**config.mk**
```make
export PLATFORM = sky130hd
export DESIGN_NAME = ira_bank
export DESIGN_NICKNAME = d
export VERILOG_FILES = /design/src/ira_pkg.sv /design/src/ira_mem_if.sv /design/src/ira_tick.sv /design/src/ira_mem.sv /design/src/ira_bank.sv
export VERILOG_INCLUDE_DIRS = /design/src
export SDC_FILE = /design/constraint.sdc
export NUM_CORES = 2
export LEC_CHECK = 0
export BUFFER_PORTS_ARGS = -buffer_cell sky130_fd_sc_hd__buf_2
export CORE_MARGIN = 3
export CORE_UTILIZATION = 40
export DETAILED_ROUTE_END_ITERATION = 12
export HOLD_SLACK_MARGIN = 0.06
export SETUP_SLACK_MARGIN = 0.05
export SYNTH_ARGS = -nofsm -noshare
export SYNTH_HDL_FRONTEND = slang
export SYNTH_HIERARCHICAL = 1
export SYNTH_SLANG_ARGS = --single-unit
```
**constraint.sdc**
```tcl
create_clock -name mclk -period 3.3 [get_ports mclk]
set_input_delay 0.495 -clock mclk [delete_from_list [all_inputs] [get_ports mclk]]
set_output_delay 0.495 -clock mclk [all_outputs]
set_load 0.02 [all_outputs]
```
**src/ira_consts.svh**
```systemverilog
// Constants for the indirect register bank: rates, divides and addresses.
`ifndef IRA_CONSTS_SVH
`define IRA_CONSTS_SVH

// Clock and tick rates in hertz.
`define IRA_MCLK_HZ 100000000
`define IRA_UPDATE_HZ 16000
`define IRA_TONE_HZ 8000
`define IRA_FSK_HZ 24000

// Cycles of mclk per tick, derived from the rates above.
`define IRA_UPDATE_DIV (`IRA_MCLK_HZ / `IRA_UPDATE_HZ)
`define IRA_TONE_DIV (`IRA_MCLK_HZ / `IRA_TONE_HZ)
`define IRA_FSK_DIV (`IRA_MCLK_HZ / `IRA_FSK_HZ)

// Geometry of the indirect memory.
`define IRA_ADDR_W 7
`define IRA_WORD_W 16
`define IRA_DEPTH 128
`define IRA_RING_OFS_W 6

// Indirect addresses of the oscillator bank.
`define IRA_ADDR_TONE1_FREQ 7'h00
`define IRA_ADDR_TONE1_AMP 7'h01
`define IRA_ADDR_TONE1_PHASE 7'h02
`define IRA_ADDR_TONE2_FREQ 7'h03
`define IRA_ADDR_TONE2_AMP 7'h04
`define IRA_ADDR_TONE2_PHASE 7'h05
`define IRA_ADDR_RING_OFS 7'h06
`define IRA_ADDR_RING_FREQ 7'h07
`define IRA_ADDR_RING_AMP 7'h08
`define IRA_ADDR_RING_PHASE 7'h09

// Indirect addresses of other banks, kept at the new numbering.
`define IRA_ADDR_RX_GAIN 7'h0D
`define IRA_ADDR_TX_GAIN 7'h0E
`define IRA_ADDR_LINE_FIRST 7'h0F
`define IRA_ADDR_LINE_LAST 7'h1B
`define IRA_ADDR_MIN_VOLT 7'h40
`define IRA_ADDR_LOW_LOOP 7'h42

// Dedicated FSK oscillator set.
`define IRA_ADDR_FSK0_AMP 7'h45
`define IRA_ADDR_FSK0_FREQ 7'h46
`define IRA_ADDR_FSK1_AMP 7'h47
`define IRA_ADDR_FSK1_FREQ 7'h48
`define IRA_ADDR_FSK01 7'h49
`define IRA_ADDR_FSK10 7'h4A

// Reset values of the direct window registers.
`define IRA_DATA_RESET 16'h0000
`define IRA_ADDR_RESET 7'h00

`endif

```
**src/ira_pkg.sv**
```systemverilog
// Types shared by the indirect register bank modules.
package ira_pkg;

	typedef logic [6:0] ira_addr_t;
	typedef logic [15:0] ira_word_t;
	typedef logic signed [15:0] ira_coef_t;

	// Request state: idle, read pending, write pending.
	typedef enum logic [2:0] {
		IRA_IDLE = 3'b001,
		IRA_READ = 3'b010,
		IRA_WRITE = 3'b100
	} ira_req_t;

endpackage : ira_pkg

```
**src/ira_mem_if.sv**
```systemverilog
// Interface between the request controller and the indirect memory.
`timescale 1ns/1ns
interface ira_mem_if;
	import ira_pkg::*;

	logic wr_en;
	ira_addr_t addr;
	ira_word_t wdata;
	ira_word_t rdata;
	ira_word_t word [0:127];

	modport ctl (output wr_en, output addr, output wdata, input rdata,
		input word);
	modport mem (input wr_en, input addr, input wdata, output rdata,
		output word);
endinterface : ira_mem_if

```
**src/ira_tick.sv**
```systemverilog
// Free-running divider that emits a one-cycle tick every DIV clocks.
`timescale 1ns/1ns
module ira_tick
	import ira_pkg::*;
#(
	parameter int unsigned DIV = 16
) (
	// Clock and reset.
	input wire logic mclk,
	input wire logic reset_n,
	// Tick out.
	output logic tick
);

	logic [15:0] count;

	// Count down and pulse when the count wraps.
	always_ff @(posedge mclk or negedge reset_n) begin
		if (!reset_n) begin
			count <= 16'h0000;
			tick <= 1'b0;
		end else if (count == 16'h0000) begin
			count <= 16'(DIV - 1);
			tick <= 1'b1;
		end else begin
			count <= count - 16'h0001;
			tick <= 1'b0;
		end
	end

endmodule : ira_tick

```
**src/ira_mem.sv**
```systemverilog
// Indirect memory: flip-flop storage with one write and one read port.
`timescale 1ns/1ns
module ira_mem
	import ira_pkg::*;
(
	// Clock.
	input wire logic mclk,
	// Controller side.
	ira_mem_if.mem port
);

	// Storage has no reset, so its contents are undefined at start.
	genvar i;
	generate
		for (i = 0; i < 128; i++) begin : g_word
			always_ff @(posedge mclk) begin
				if (port.wr_en && port.addr == 7'(i)) begin
					port.word[i] <= port.wdata;
				end
			end
		end
	endgenerate

	// All sixteen bits read back, used or not.
	assign port.rdata = port.word[port.addr];

endmodule : ira_mem

```
**src/ira_bank.sv**
```systemverilog
// Indirect register bank with the oscillator coefficient outputs.
//
// Operation
// - Data window write then address write stores data at next update tick.
// - Address write alone loads addressed value into data window at next tick.
// - Pending transfers are serviced only on 16 kHz ticks, one per tick.
// - Pending flag stays one from request until the transfer is serviced.
// - A done pulse is raised when a read or write transfer finishes.
// - Indirect memory is not reset; host must program values before use.
// - All oscillator coefficients are two's-complement signed values.
// - Addresses 0, 1, 2 hold tone one frequency, amplitude and phase.
// - Addresses 3, 4, 5 hold tone two frequency, amplitude and phase.
// - Addresses 7, 8, 9 hold ringing frequency, amplitude and phase.
// - Address 6 holds the six-bit ringing offset, 1.5 V per step.
// - Gains, thresholds, voltage and FSK set sit at their new addresses.
// - With FSK enhance and relay bit, tone one runs at 24 kHz on FSK set.
`timescale 1ns/1ns
`include "ira_consts.svh"
module ira_bank
	import ira_pkg::*;
#(
	parameter int unsigned UPDATE_DIV = `IRA_UPDATE_DIV,
	parameter int unsigned TONE_DIV = `IRA_TONE_DIV,
	parameter int unsigned FSK_DIV = `IRA_FSK_DIV
) (
	// Clock and reset.
	input wire logic mclk,
	input wire logic reset_n,
	// Direct window register writes from the host port.
	// Strobes are one-cycle pulses; an address write starts a request.
	input wire logic data_window_we,
	input wire ira_word_t data_window_wdata,
	input wire logic addr_window_we,
	input wire ira_addr_t addr_window_wdata,
	// Direct window register state.
	output ira_word_t indirect_data_window,
	output ira_addr_t indirect_address_window,
	output logic indirect_pending_flag,
	output logic indirect_done_interrupt,
	// Tone generator mode control.
	input wire logic fsk_enhance_enable,
	input wire logic relay_control_bit,
	// Tone generator one.
	output logic tone1_tick,
	output logic tone1_fsk_mode,
	output ira_coef_t tone1_freq_coef,
	output ira_coef_t tone1_amplitude,
	output ira_coef_t tone1_init_phase,
	// FSK second-symbol and transition words.
	// They feed the FSK symbol sequencer and are not switched here.
	output ira_coef_t fsk1_freq_coef,
	output ira_coef_t fsk1_amplitude,
	output ira_coef_t fsk_trans01,
	output ira_coef_t fsk_trans10,
	// Tone generator two.
	output logic tone2_tick,
	output ira_coef_t tone2_freq_coef,
	output ira_coef_t tone2_amplitude,
	output ira_coef_t tone2_init_phase,
	// Ringing generator.
	output ira_coef_t ring_freq_coef,
	output ira_coef_t ring_amplitude,
	output ira_coef_t ring_init_phase,
	output logic [5:0] ring_dc_offset,
	// Gain and line-control words for the neighbouring blocks.
	output ira_coef_t receive_gain,
	output ira_coef_t transmit_gain,
	output ira_coef_t minimum_voltage_setting,
	output ira_coef_t lower_loop_threshold
);

	// Memory port shared with the storage module.
	ira_mem_if mem_bus ();

	// Tick strobes for updates and tone generators. The dividers run free
	// from reset, so a request may wait up to one whole update period.
	logic update_tick;
	logic tone_tick;
	logic fsk_tick;

	// Request tracking. The host sees only the two window registers, so
	// the controller keeps one request at a time. The last address write
	// decides whether it is a read or a write, and the window registers
	// are used as they stand at the service tick. A host that rewrites a
	// window while a request is pending changes what that request does.
	ira_req_t req;
	ira_req_t next_req;
	logic data_written;
	logic want_write;
	logic service;

	// FSK mode decode.
	logic fsk_select;

	// Update tick at 16 kHz paces every indirect transfer.
	ira_tick #(
		.DIV(UPDATE_DIV)
	) u_update_tick (
		.mclk(mclk),
		.reset_n(reset_n),
		.tick(update_tick)
	);

	// Normal tone generator clock at 8 kHz.
	ira_tick #(
		.DIV(TONE_DIV)
	) u_tone_tick (
		.mclk(mclk),
		.reset_n(reset_n),
		.tick(tone_tick)
	);

	// Enhanced FSK tone generator clock at 24 kHz.
	ira_tick #(
		.DIV(FSK_DIV)
	) u_fsk_tick (
		.mclk(mclk),
		.reset_n(reset_n),
		.tick(fsk_tick)
	);

	// Indirect storage.
	ira_mem u_mem (
		.mclk(mclk),
		.port(mem_bus.mem)
	);

	// A request is serviced only on an update tick, one per tick.
	// The tick is one clock wide, so two transfers never share a tick.
	assign service = update_tick && (req != IRA_IDLE);

	// A data write in the same cycle as the address write counts as first.
	// Without this term a write given with its address would become a read.
	assign want_write = data_written || data_window_we;

	// Next request state. A new address write wins over the clear, so a
	// request that lands on the service edge stays pending for the next
	// tick while the old one completes. A request replaced before its
	// tick is dropped without a done pulse.
	always_comb begin
		next_req = req;
		unique case (req)
			IRA_IDLE: begin
				next_req = IRA_IDLE;
			end
			IRA_READ, IRA_WRITE: begin
				if (service) begin
					next_req = IRA_IDLE;
				end
			end
		endcase
		if (addr_window_we) begin
			if (want_write) begin
				next_req = IRA_WRITE;
			end else begin
				next_req = IRA_READ;
			end
		end
	end

	// Request state register.
	// Reset leaves it idle, so nothing is serviced before the host asks.
	always_ff @(posedge mclk or negedge reset_n) begin
		if (!reset_n) begin
			req <= IRA_IDLE;
		end else begin
			req <= next_req;
		end
	end

	// Record of a data window write since the last address write.
	// The clear wins, since a data write in that cycle already counts above.
	always_ff @(posedge mclk or negedge reset_n) begin
		if (!reset_n) begin
			data_written <= 1'b0;
		end else if (addr_window_we) begin
			data_written <= 1'b0;
		end else if (data_window_we) begin
			data_written <= 1'b1;
		end
	end

	// Address window register.
	// It keeps the last address written, pending or already serviced.
	always_ff @(posedge mclk or negedge reset_n) begin
		if (!reset_n) begin
			indirect_address_window <= `IRA_ADDR_RESET;
		end else if (addr_window_we) begin
			indirect_address_window <= addr_window_wdata;
		end
	end

	// Data window: host writes win over a read completing in that cycle.
	// The read still completes and pulses done, so a host should not
	// write the data window while a read is pending.
	always_ff @(posedge mclk or negedge reset_n) begin
		if (!reset_n) begin
			indirect_data_window <= `IRA_DATA_RESET;
		end else if (data_window_we) begin
			indirect_data_window <= data_window_wdata;
		end else if (service && req == IRA_READ) begin
			indirect_data_window <= mem_bus.rdata;
		end
	end

	// Memory access uses the window registers as they stand.
	// A write therefore stores whatever the data window holds at the tick.
	assign mem_bus.wr_en = service && (req == IRA_WRITE);
	assign mem_bus.addr = indirect_address_window;
	assign mem_bus.wdata = indirect_data_window;

	// Pending flag follows the request state from the same edge.
	// Taking next_req keeps the flag level with req, with no extra cycle.
	always_ff @(posedge mclk or negedge reset_n) begin
		if (!reset_n) begin
			indirect_pending_flag <= 1'b0;
		end else begin
			indirect_pending_flag <= (next_req != IRA_IDLE);
		end
	end

	// One-cycle completion pulse for the interrupt status logic.
	// Status and mask logic outside this block turns it into a sticky bit.
	always_ff @(posedge mclk or negedge reset_n) begin
		if (!reset_n) begin
			indirect_done_interrupt <= 1'b0;
		end else begin
			indirect_done_interrupt <= service;
		end
	end

	// FSK enhancement applies only while the relay bit is set.
	// Enhance alone leaves tone one on its normal clock and coefficients.
	assign fsk_select = fsk_enhance_enable && relay_control_bit;

	// Tone generator one clock selection and mode flag.
	always_ff @(posedge mclk or negedge reset_n) begin
		if (!reset_n) begin
			tone1_fsk_mode <= 1'b0;
			tone1_tick <= 1'b0;
		end else begin
			tone1_fsk_mode <= fsk_select;
			tone1_tick <= fsk_select ? fsk_tick : tone_tick;
		end
	end

	// Tone generator two always runs from the normal clock.
	// It is registered like tone one so both ticks keep the same delay.
	always_ff @(posedge mclk or negedge reset_n) begin
		if (!reset_n) begin
			tone2_tick <= 1'b0;
		end else begin
			tone2_tick <= tone_tick;
		end
	end

	// Tone one coefficients, swapped for the FSK set in enhanced mode.
	// The FSK set has no phase word, so the normal phase word is kept.
	always_ff @(posedge mclk or negedge reset_n) begin
		if (!reset_n) begin
			tone1_freq_coef <= 16'sh0000;
			tone1_amplitude <= 16'sh0000;
			tone1_init_phase <= 16'sh0000;
		end else if (fsk_select) begin
			tone1_freq_coef <= mem_bus.word[`IRA_ADDR_FSK0_FREQ];
			tone1_amplitude <= mem_bus.word[`IRA_ADDR_FSK0_AMP];
			tone1_init_phase <= mem_bus.word[`IRA_ADDR_TONE1_PHASE];
		end else begin
			tone1_freq_coef <= mem_bus.word[`IRA_ADDR_TONE1_FREQ];
			tone1_amplitude <= mem_bus.word[`IRA_ADDR_TONE1_AMP];
			tone1_init_phase <= mem_bus.word[`IRA_ADDR_TONE1_PHASE];
		end
	end

	// Remaining FSK words, used by the FSK symbol sequencer.
	// They follow storage in every mode, so they can be set up in advance.
	always_ff @(posedge mclk or negedge reset_n) begin
		if (!reset_n) begin
			fsk1_freq_coef <= 16'sh0000;
			fsk1_amplitude <= 16'sh0000;
			fsk_trans01 <= 16'sh0000;
			fsk_trans10 <= 16'sh0000;
		end else begin
			fsk1_freq_coef <= mem_bus.word[`IRA_ADDR_FSK1_FREQ];
			fsk1_amplitude <= mem_bus.word[`IRA_ADDR_FSK1_AMP];
			fsk_trans01 <= mem_bus.word[`IRA_ADDR_FSK01];
			fsk_trans10 <= mem_bus.word[`IRA_ADDR_FSK10];
		end
	end

	// Tone two coefficients, signed values straight from storage.
	// A new word reaches the outputs one clock after it is stored.
	always_ff @(posedge mclk or negedge reset_n) begin
		if (!reset_n) begin
			tone2_freq_coef <= 16'sh0000;
			tone2_amplitude <= 16'sh0000;
			tone2_init_phase <= 16'sh0000;
		end else begin
			tone2_freq_coef <= mem_bus.word[`IRA_ADDR_TONE2_FREQ];
			tone2_amplitude <= mem_bus.word[`IRA_ADDR_TONE2_AMP];
			tone2_init_phase <= mem_bus.word[`IRA_ADDR_TONE2_PHASE];
		end
	end

	// Ringing oscillator coefficients, read as two's complement.
	// Until the host programs them they carry whatever storage holds.
	always_ff @(posedge mclk or negedge reset_n) begin
		if (!reset_n) begin
			ring_freq_coef <= 16'sh0000;
			ring_amplitude <= 16'sh0000;
			ring_init_phase <= 16'sh0000;
		end else begin
			ring_freq_coef <= mem_bus.word[`IRA_ADDR_RING_FREQ];
			ring_amplitude <= mem_bus.word[`IRA_ADDR_RING_AMP];
			ring_init_phase <= mem_bus.word[`IRA_ADDR_RING_PHASE];
		end
	end

	// Ringing offset takes the low six bits; upper bits are storage only.
	// One step of the field is 1.5 V of offset on the ringing waveform.
	always_ff @(posedge mclk or negedge reset_n) begin
		if (!reset_n) begin
			ring_dc_offset <= 6'h00;
		end else begin
			ring_dc_offset <=
				mem_bus.word[`IRA_ADDR_RING_OFS][`IRA_RING_OFS_W-1:0];
		end
	end

	// Gain and line-control words at their current addresses.
	// Their fields are narrower than a word; the users take what they need.
	always_ff @(posedge mclk or negedge reset_n) begin
		if (!reset_n) begin
			receive_gain <= 16'sh0000;
			transmit_gain <= 16'sh0000;
			minimum_voltage_setting <= 16'sh0000;
			lower_loop_threshold <= 16'sh0000;
		end else begin
			receive_gain <= mem_bus.word[`IRA_ADDR_RX_GAIN];
			transmit_gain <= mem_bus.word[`IRA_ADDR_TX_GAIN];
			minimum_voltage_setting <= mem_bus.word[`IRA_ADDR_MIN_VOLT];
			lower_loop_threshold <= mem_bus.word[`IRA_ADDR_LOW_LOOP];
		end
	end

endmodule : ira_bank

```
Word-level counts from Yosys, hierarchy flattened. Index checks and enable logic that the tools add are counted.

Bits in registers: 2409. Input bits: 29. Output and inout port bits: 306. Word-level logic and storage cells: 458.

$add $sub $neg: 3. Order comparisons: 1. Equality and inequality tests: 132. Mux-type cells: 20. Bitwise gates (word level): 1. Reduce and logical (&&, ||, !) cells: 140.

Operator list (count): $eq 7x7->1 const B (64); $eq 7x6->1 const B (32); $mux 16 (9); $logic_and 1x1->1 (132); $bmux 16 s7 (1); $eq 7x5->1 const B (16); $eq 7x4->1 const B (8); $logic_not 16->1 (3); $sub 16x1->16 const B (3); $eq 7x3->1 const B (4); $eq 7x2->1 const B (2); $mux 3 (3); $ge 8x8->1 const B (1); $not 7->8 (1); $eq 7x1->1 const B (1); $logic_not 7->1 (1); $mux 1 (6); $ne 3x1->1 const B (2); $pmux 3 s2 (1); $reduce_bool 2->1 (2); $eq 3x1->1 const B (1); $eq 3x2->1 const B (1); $eq 3x3->1 const B (1); $reduce_or 2->1 (1); $logic_or 1x1->1 (1).

Logic depth before layout (Yosys ltp).
Depth in word-level cells: 6. Gate-level depth with buffers: 13. Mapped depth without buffers: 7.

Hierarchy. Netlist, hierarchy kept.

Modules (own cells, without submodules): ira_mem (times used 1, cells an instance 3697, area an instance 78863.1 µm², sequential area each 61499.0 µm²); ira_bank (times used 1, cells an instance 408, area an instance 8784.7 µm², sequential area each 7758.7 µm²); ira_tick at u_update_tick (times used 1, cells an instance 74, area an instance 838.3 µm², sequential area each 425.4 µm²); ira_tick at u_tone_tick (times used 1, cells an instance 73, area an instance 818.3 µm², sequential area each 425.4 µm²); ira_tick at u_fsk_tick (times used 1, cells an instance 73, area an instance 797.0 µm², sequential area each 425.4 µm²).

Worst setup path after synthesis. OpenSTA, ideal clock, no wires.

Kind: register -> register. From: register indirect_address_window[1]. To: register u_mem.port.word[1328] (enable). Setup time: 0.409 ns. Data arrival time: 3.151 ns. Required time: 2.891 ns. Setup slack: -0.260 ns. Cell stages (with the launch flop): 10. Buffers on the path: 7. Period minus slack after synthesis: 3.560 ns. Cell sequence: dfrtp_1 buf_4 buf_4 buf_6 buf_4 buf_4 buf_4 or2_2 clkbuf_1 nor3_1.

Longest elaborated chain between the ends: 2.

RTL lines: from (decl) (line ira_bank.sv:37) `output ira_addr_t indirect_address_window,`; from (signal assigned) (line ira_bank.sv:187) `` indirect_address_window <= `IRA_ADDR_RESET; ``; from (signal assigned) (line ira_bank.sv:189) `indirect_address_window <= addr_window_wdata;`; $eq 7x6->1 (line ira_mem.sv:17) `if (port.wr_en && port.addr == 7'(i)) begin`; $logic_and 1x1->1 (line ira_mem.sv:17); to (signal, indexed assignment) (line ira_mem.sv:18) `port.word[i] <= port.wdata;`; to (decl) (line ira_mem_if.sv:15) `output word);`.

No other way between the ends. A chain may end at the register's enable or synchronous reset.

Final worst setup path.
From: register indirect_address_window[1]. To: register indirect_data_window[3].

Longest elaborated chain between the ends: 6.

RTL lines: $not 7->8 (implied by the code) (line ira_mem.sv:25) `assign port.rdata = port.word[port.addr];`; $bmux 16 s7 (line ira_mem.sv:25); $mux 16 (implied by the code) (2 in a row) (line ira_mem.sv:25); named net mem_bus.rdata[3] (line ira_mem_if.sv:9) `ira_word_t rdata;`; $mux 16 (line ira_bank.sv:201) `end else if (service && req == IRA_READ) begin`; $mux 16 (line ira_bank.sv:199) `end else if (data_window_we) begin`; to (signal assigned) (line ira_bank.sv:198) `` indirect_data_window <= `IRA_DATA_RESET; ``; to (signal assigned) (line ira_bank.sv:200) `indirect_data_window <= data_window_wdata;`; to (signal assigned) (line ira_bank.sv:202) `indirect_data_window <= mem_bus.rdata;`; to (decl) (line ira_bank.sv:36) `output ira_word_t indirect_data_window,`.

The timed path passes the listed nets, and every way through them passes these cells. The select of a mux whose other input is x is not followed.

==> results.toml <==
[status]
status = "finished, violations left"
violations = "setup timing"

[finish]
synthToLayoutAreaGrowth_pct = 22.88
multi_input_area_sq_um = 19020
layout.nets = 5307
largest_reg_flops = 2048
regMostFlops = "u_mem/port.word"
post-route-util_pct = 49.61
drive_above_1_share_pct = 35.97
mostFrequentLayoutCell = "edfxtp_1"
seqCellArea_sq_um = 70610
num-fill-cells = 17740
layout_common_cells = "edfxtp_1, mux4_2, buf_4, dfrtp_1, buf_2"

[cts]
clk_latency_ps = 910
cts_tree = "built"
clkTransAtPathRegs_ps = 70
clock-root-buffer = "clkbuf_16"
cts_hold_buffers = 10
cts_buffers = 225
clock_sinks = 2409
ctsLongestPathBuffers = 3
cts-htree-levels = 4

[worst_setup_path]
cp_cell_sequence = "buf_12 > buf_12 > mux4_2 > mux4_2 > o22ai_1 > buf_4 > nor3_1 > o22a_1 > mux2_2 > mux2_4"
critPathTopFamily = "multiplexers"
slowest_delay_ps = 600
cp.required_ps = 4030
path_class = "register to register"
timing.critical_path.buf_inv = 3
start_kind = "register"
worstPathMaxFanout = 12
arrival_ps = 4050
end_kind = "register"
cp_slowest_cell = "mux4_2"

[placement]
io_buffers = 334
place.gp.congestion = 0.8830
hpwl_um = 176400

[pwr]
swShare_pct = 24.57
pwr-share-clk_pct = 38.5
max-vdd-ir-drop_mv = 0.6971
power_frac_seq_pct = 50.9
combPwrFrac_pct = 10.7
p_leak_nw = 38.20
switching_power_mw = 17.24
p_total_mw = 70.16
pwr_density_cell_nw_per_um2 = 633.7
power.internal_mw = 52.92

[timing]
fmax_mhz = 301.2
setup_viol = 2
final-hold-violation-count = 0
maxSlewViolCount = 0
clock_skew_ps = 92.52
fin_crit_ps = 3320
worst_slack_ps = -20.28
max_slew_margin_pct = 23.22
rsz0062_at_grt = "yes"
worst_pin_slew_ps = 1152
fin_setup_tns_ps = -26.10
period_share_pct = 100.6

[route]
wl_per_cell_um = 31.90
ant_nets = 0
drt_iter0_markers = 6257
vias = 48030
drcViolationCount = 0
first_pass_iters = 5
vias_per_cell = 5.676
routed_wl_um = 269900

[floorplanning]
chipWidth_um = 480.6
die_y_um = 480.6
start_util_pct = 40.37
core_sq_um = 223200
pin_count = 335
die_area_sq_um = 231000
rows = 173

[logic_synthesis]
synth-edff-count = 2048
async_flop_share_pct = 14.99
ys_types = 69
synth_area_per_cell_sq_um = 20.83
synth_warnings = 6
synthesis.area_sq_um = 90100
ys_ff_latch = 2409
synth_flop_cell = "edfxtp_1"
yosysSeqAreaShare_pct = 78.28
syn_inst = 4325
synth_nets = 4357

[global_routing]
grt-busiest-layer = "met2"
antenna_found_initial = 21
grt-ovfl-total = 0
use_met1_pct = 31.98
grt_pass1_vias = 47760
gr-usage-met2_pct = 36.27
grt_max_degree = 103
grt_pass1_wl_um = 375600
grtUsageMet3_pct = 4.484
grt_usage_pct = 23.13

[job]
maxCapViolCount = 0

[worst_hold_path]
min_path_type = "input port to register"
[stage by stage]
stage	area [sq um]	hold WS, ps	cells	setup WS (ps)
5_1_grt	110700	32.10	8456	-51.49
6_report	110700	61.87	8462	-20.28
3_5_place_dp	101200	362.2	7936	-443.2
4_1_cts	109800	1.993	8409	-47.48
3_3_place_gp	101200	358.7	7936	-426.5
2_1_floorplan	90190	199.4	4325	-260.3
[what timing repair did]
action,4_1_cts,5_1_grt
cloned,5,5
gates resized for setup,46,87
setup endpoints to repair,15,16
endpoints found under the hold margin,98,1
buffers inserted,26,42
pin swaps,12,22
[power groups by stage]
stage	sequential, mW	clock [mW]	combinational (mW)
4_1_cts	35.7	27.5	7.19
3_3_place_gp	36.3	0	6.87
6_report	35.7	27.0	7.48
5_1_grt	35.7	28.7	7.76
3_5_place_dp	36.4	0	6.95
2_1_floorplan	36.5	0	2.77
[kinds of logic after synthesis]
kind of cell	Yosys count	share of synthesized area, %
multiplexers	806	14.32
AO/OA/AOI/OAI	384	3.034
AND/OR/NAND/NOR	452	2.580
adder cells (fa/ha/maj)	3	0.04166
flip-flops	2409	78.28
XOR/XNOR	29	0.2819
buffers and inverters	242	1.455
[worst paths after layout]
kind / cells past startpoint / end / startpoint / slack (ps)
max in group asynchronous: 3 / indirect_data_window[3]$_DFFE_PN0P_ / reset_n / 2040
min in group asynchronous: 2 / u_fsk_tick/count[2]$_DFF_PN0_ / reset_n / 270
hold / removal: 3 / indirect_data_window[3]$_DFFE_PN0P_ / data_window_wdata[3] / 60
setup reg to reg: 10 / indirect_data_window[3]$_DFFE_PN0P_ / indirect_address_window[1]$_DFFE_PN0P_ / -20
hold reg to reg: 0 / ring_freq_coef[14]$_DFF_PN0_ / u_mem/port.word[1934]$_DFFE_PP_ / 380
setup / recovery: 10 / indirect_data_window[3]$_DFFE_PN0P_ / indirect_address_window[1]$_DFFE_PN0P_ / -20
[tightest hold or removal path, stage by stage]
cell and delay (ps):
buf_2 100, mux2_2 140, mux2_4 140
[Yosys cell counts, drive strengths merged, types with 3 or more instances]
cell,n,area [sq um]
nand2,51,193.9
nand4b,7,67.56
or2,6,37.54
nand3,84,420.4
nand2b,10,62.56
mux2i,332,3323
and2,4,25.02
o21ai,14,70.07
ha,3,37.54
nor4,7,113.9
nor3b,10,75.07
a31oi,8,50.05
o41ai,3,26.28
a21o,5,37.54
xnor2,9,78.83
xor2,20,175.2
a221oi,5,43.79
nor2,168,660.6
mux4,373,8401
a22o,26,227.7
nand4,23,143.9
a21oi,60,307.8
o22a,7,61.31
nand3b,6,52.55
a22oi,219,1644
o22ai,25,156.4
edfxtp,2048,61500
o32a,7,70.07
clkbuf,83,316.6
buf,146,932.1
nor2b,10,62.56
dfrtp,360,9009
inv,11,41.29
nor3,49,255.3
or4,4,33.78
or3,5,36.28
mux2,101,1182
[per-layer routing]
layer	vias up	part of all wire, %
li1	19570	-
met1	25520	40
met2	2489	47
met3	452	9.2
met4	6	4.2
met5	-	0.016
[area by class of cell]
cell class / count / share of cell area (%)
Clock buffer: 294 / 5.682
Tap cell: 2975 / 3.362
Antenna cell: 7 / 0.01582
Clock inverter: 138 / 1.436
Timing Repair Buffer: 952 / 8.487
Multi-Input combinational cell: 1674 / 17.18
Sequential cell: 2409 / 63.77
Inverter: 13 / 0.05764
Note: power is estimated with default switching activity, not from simulation.
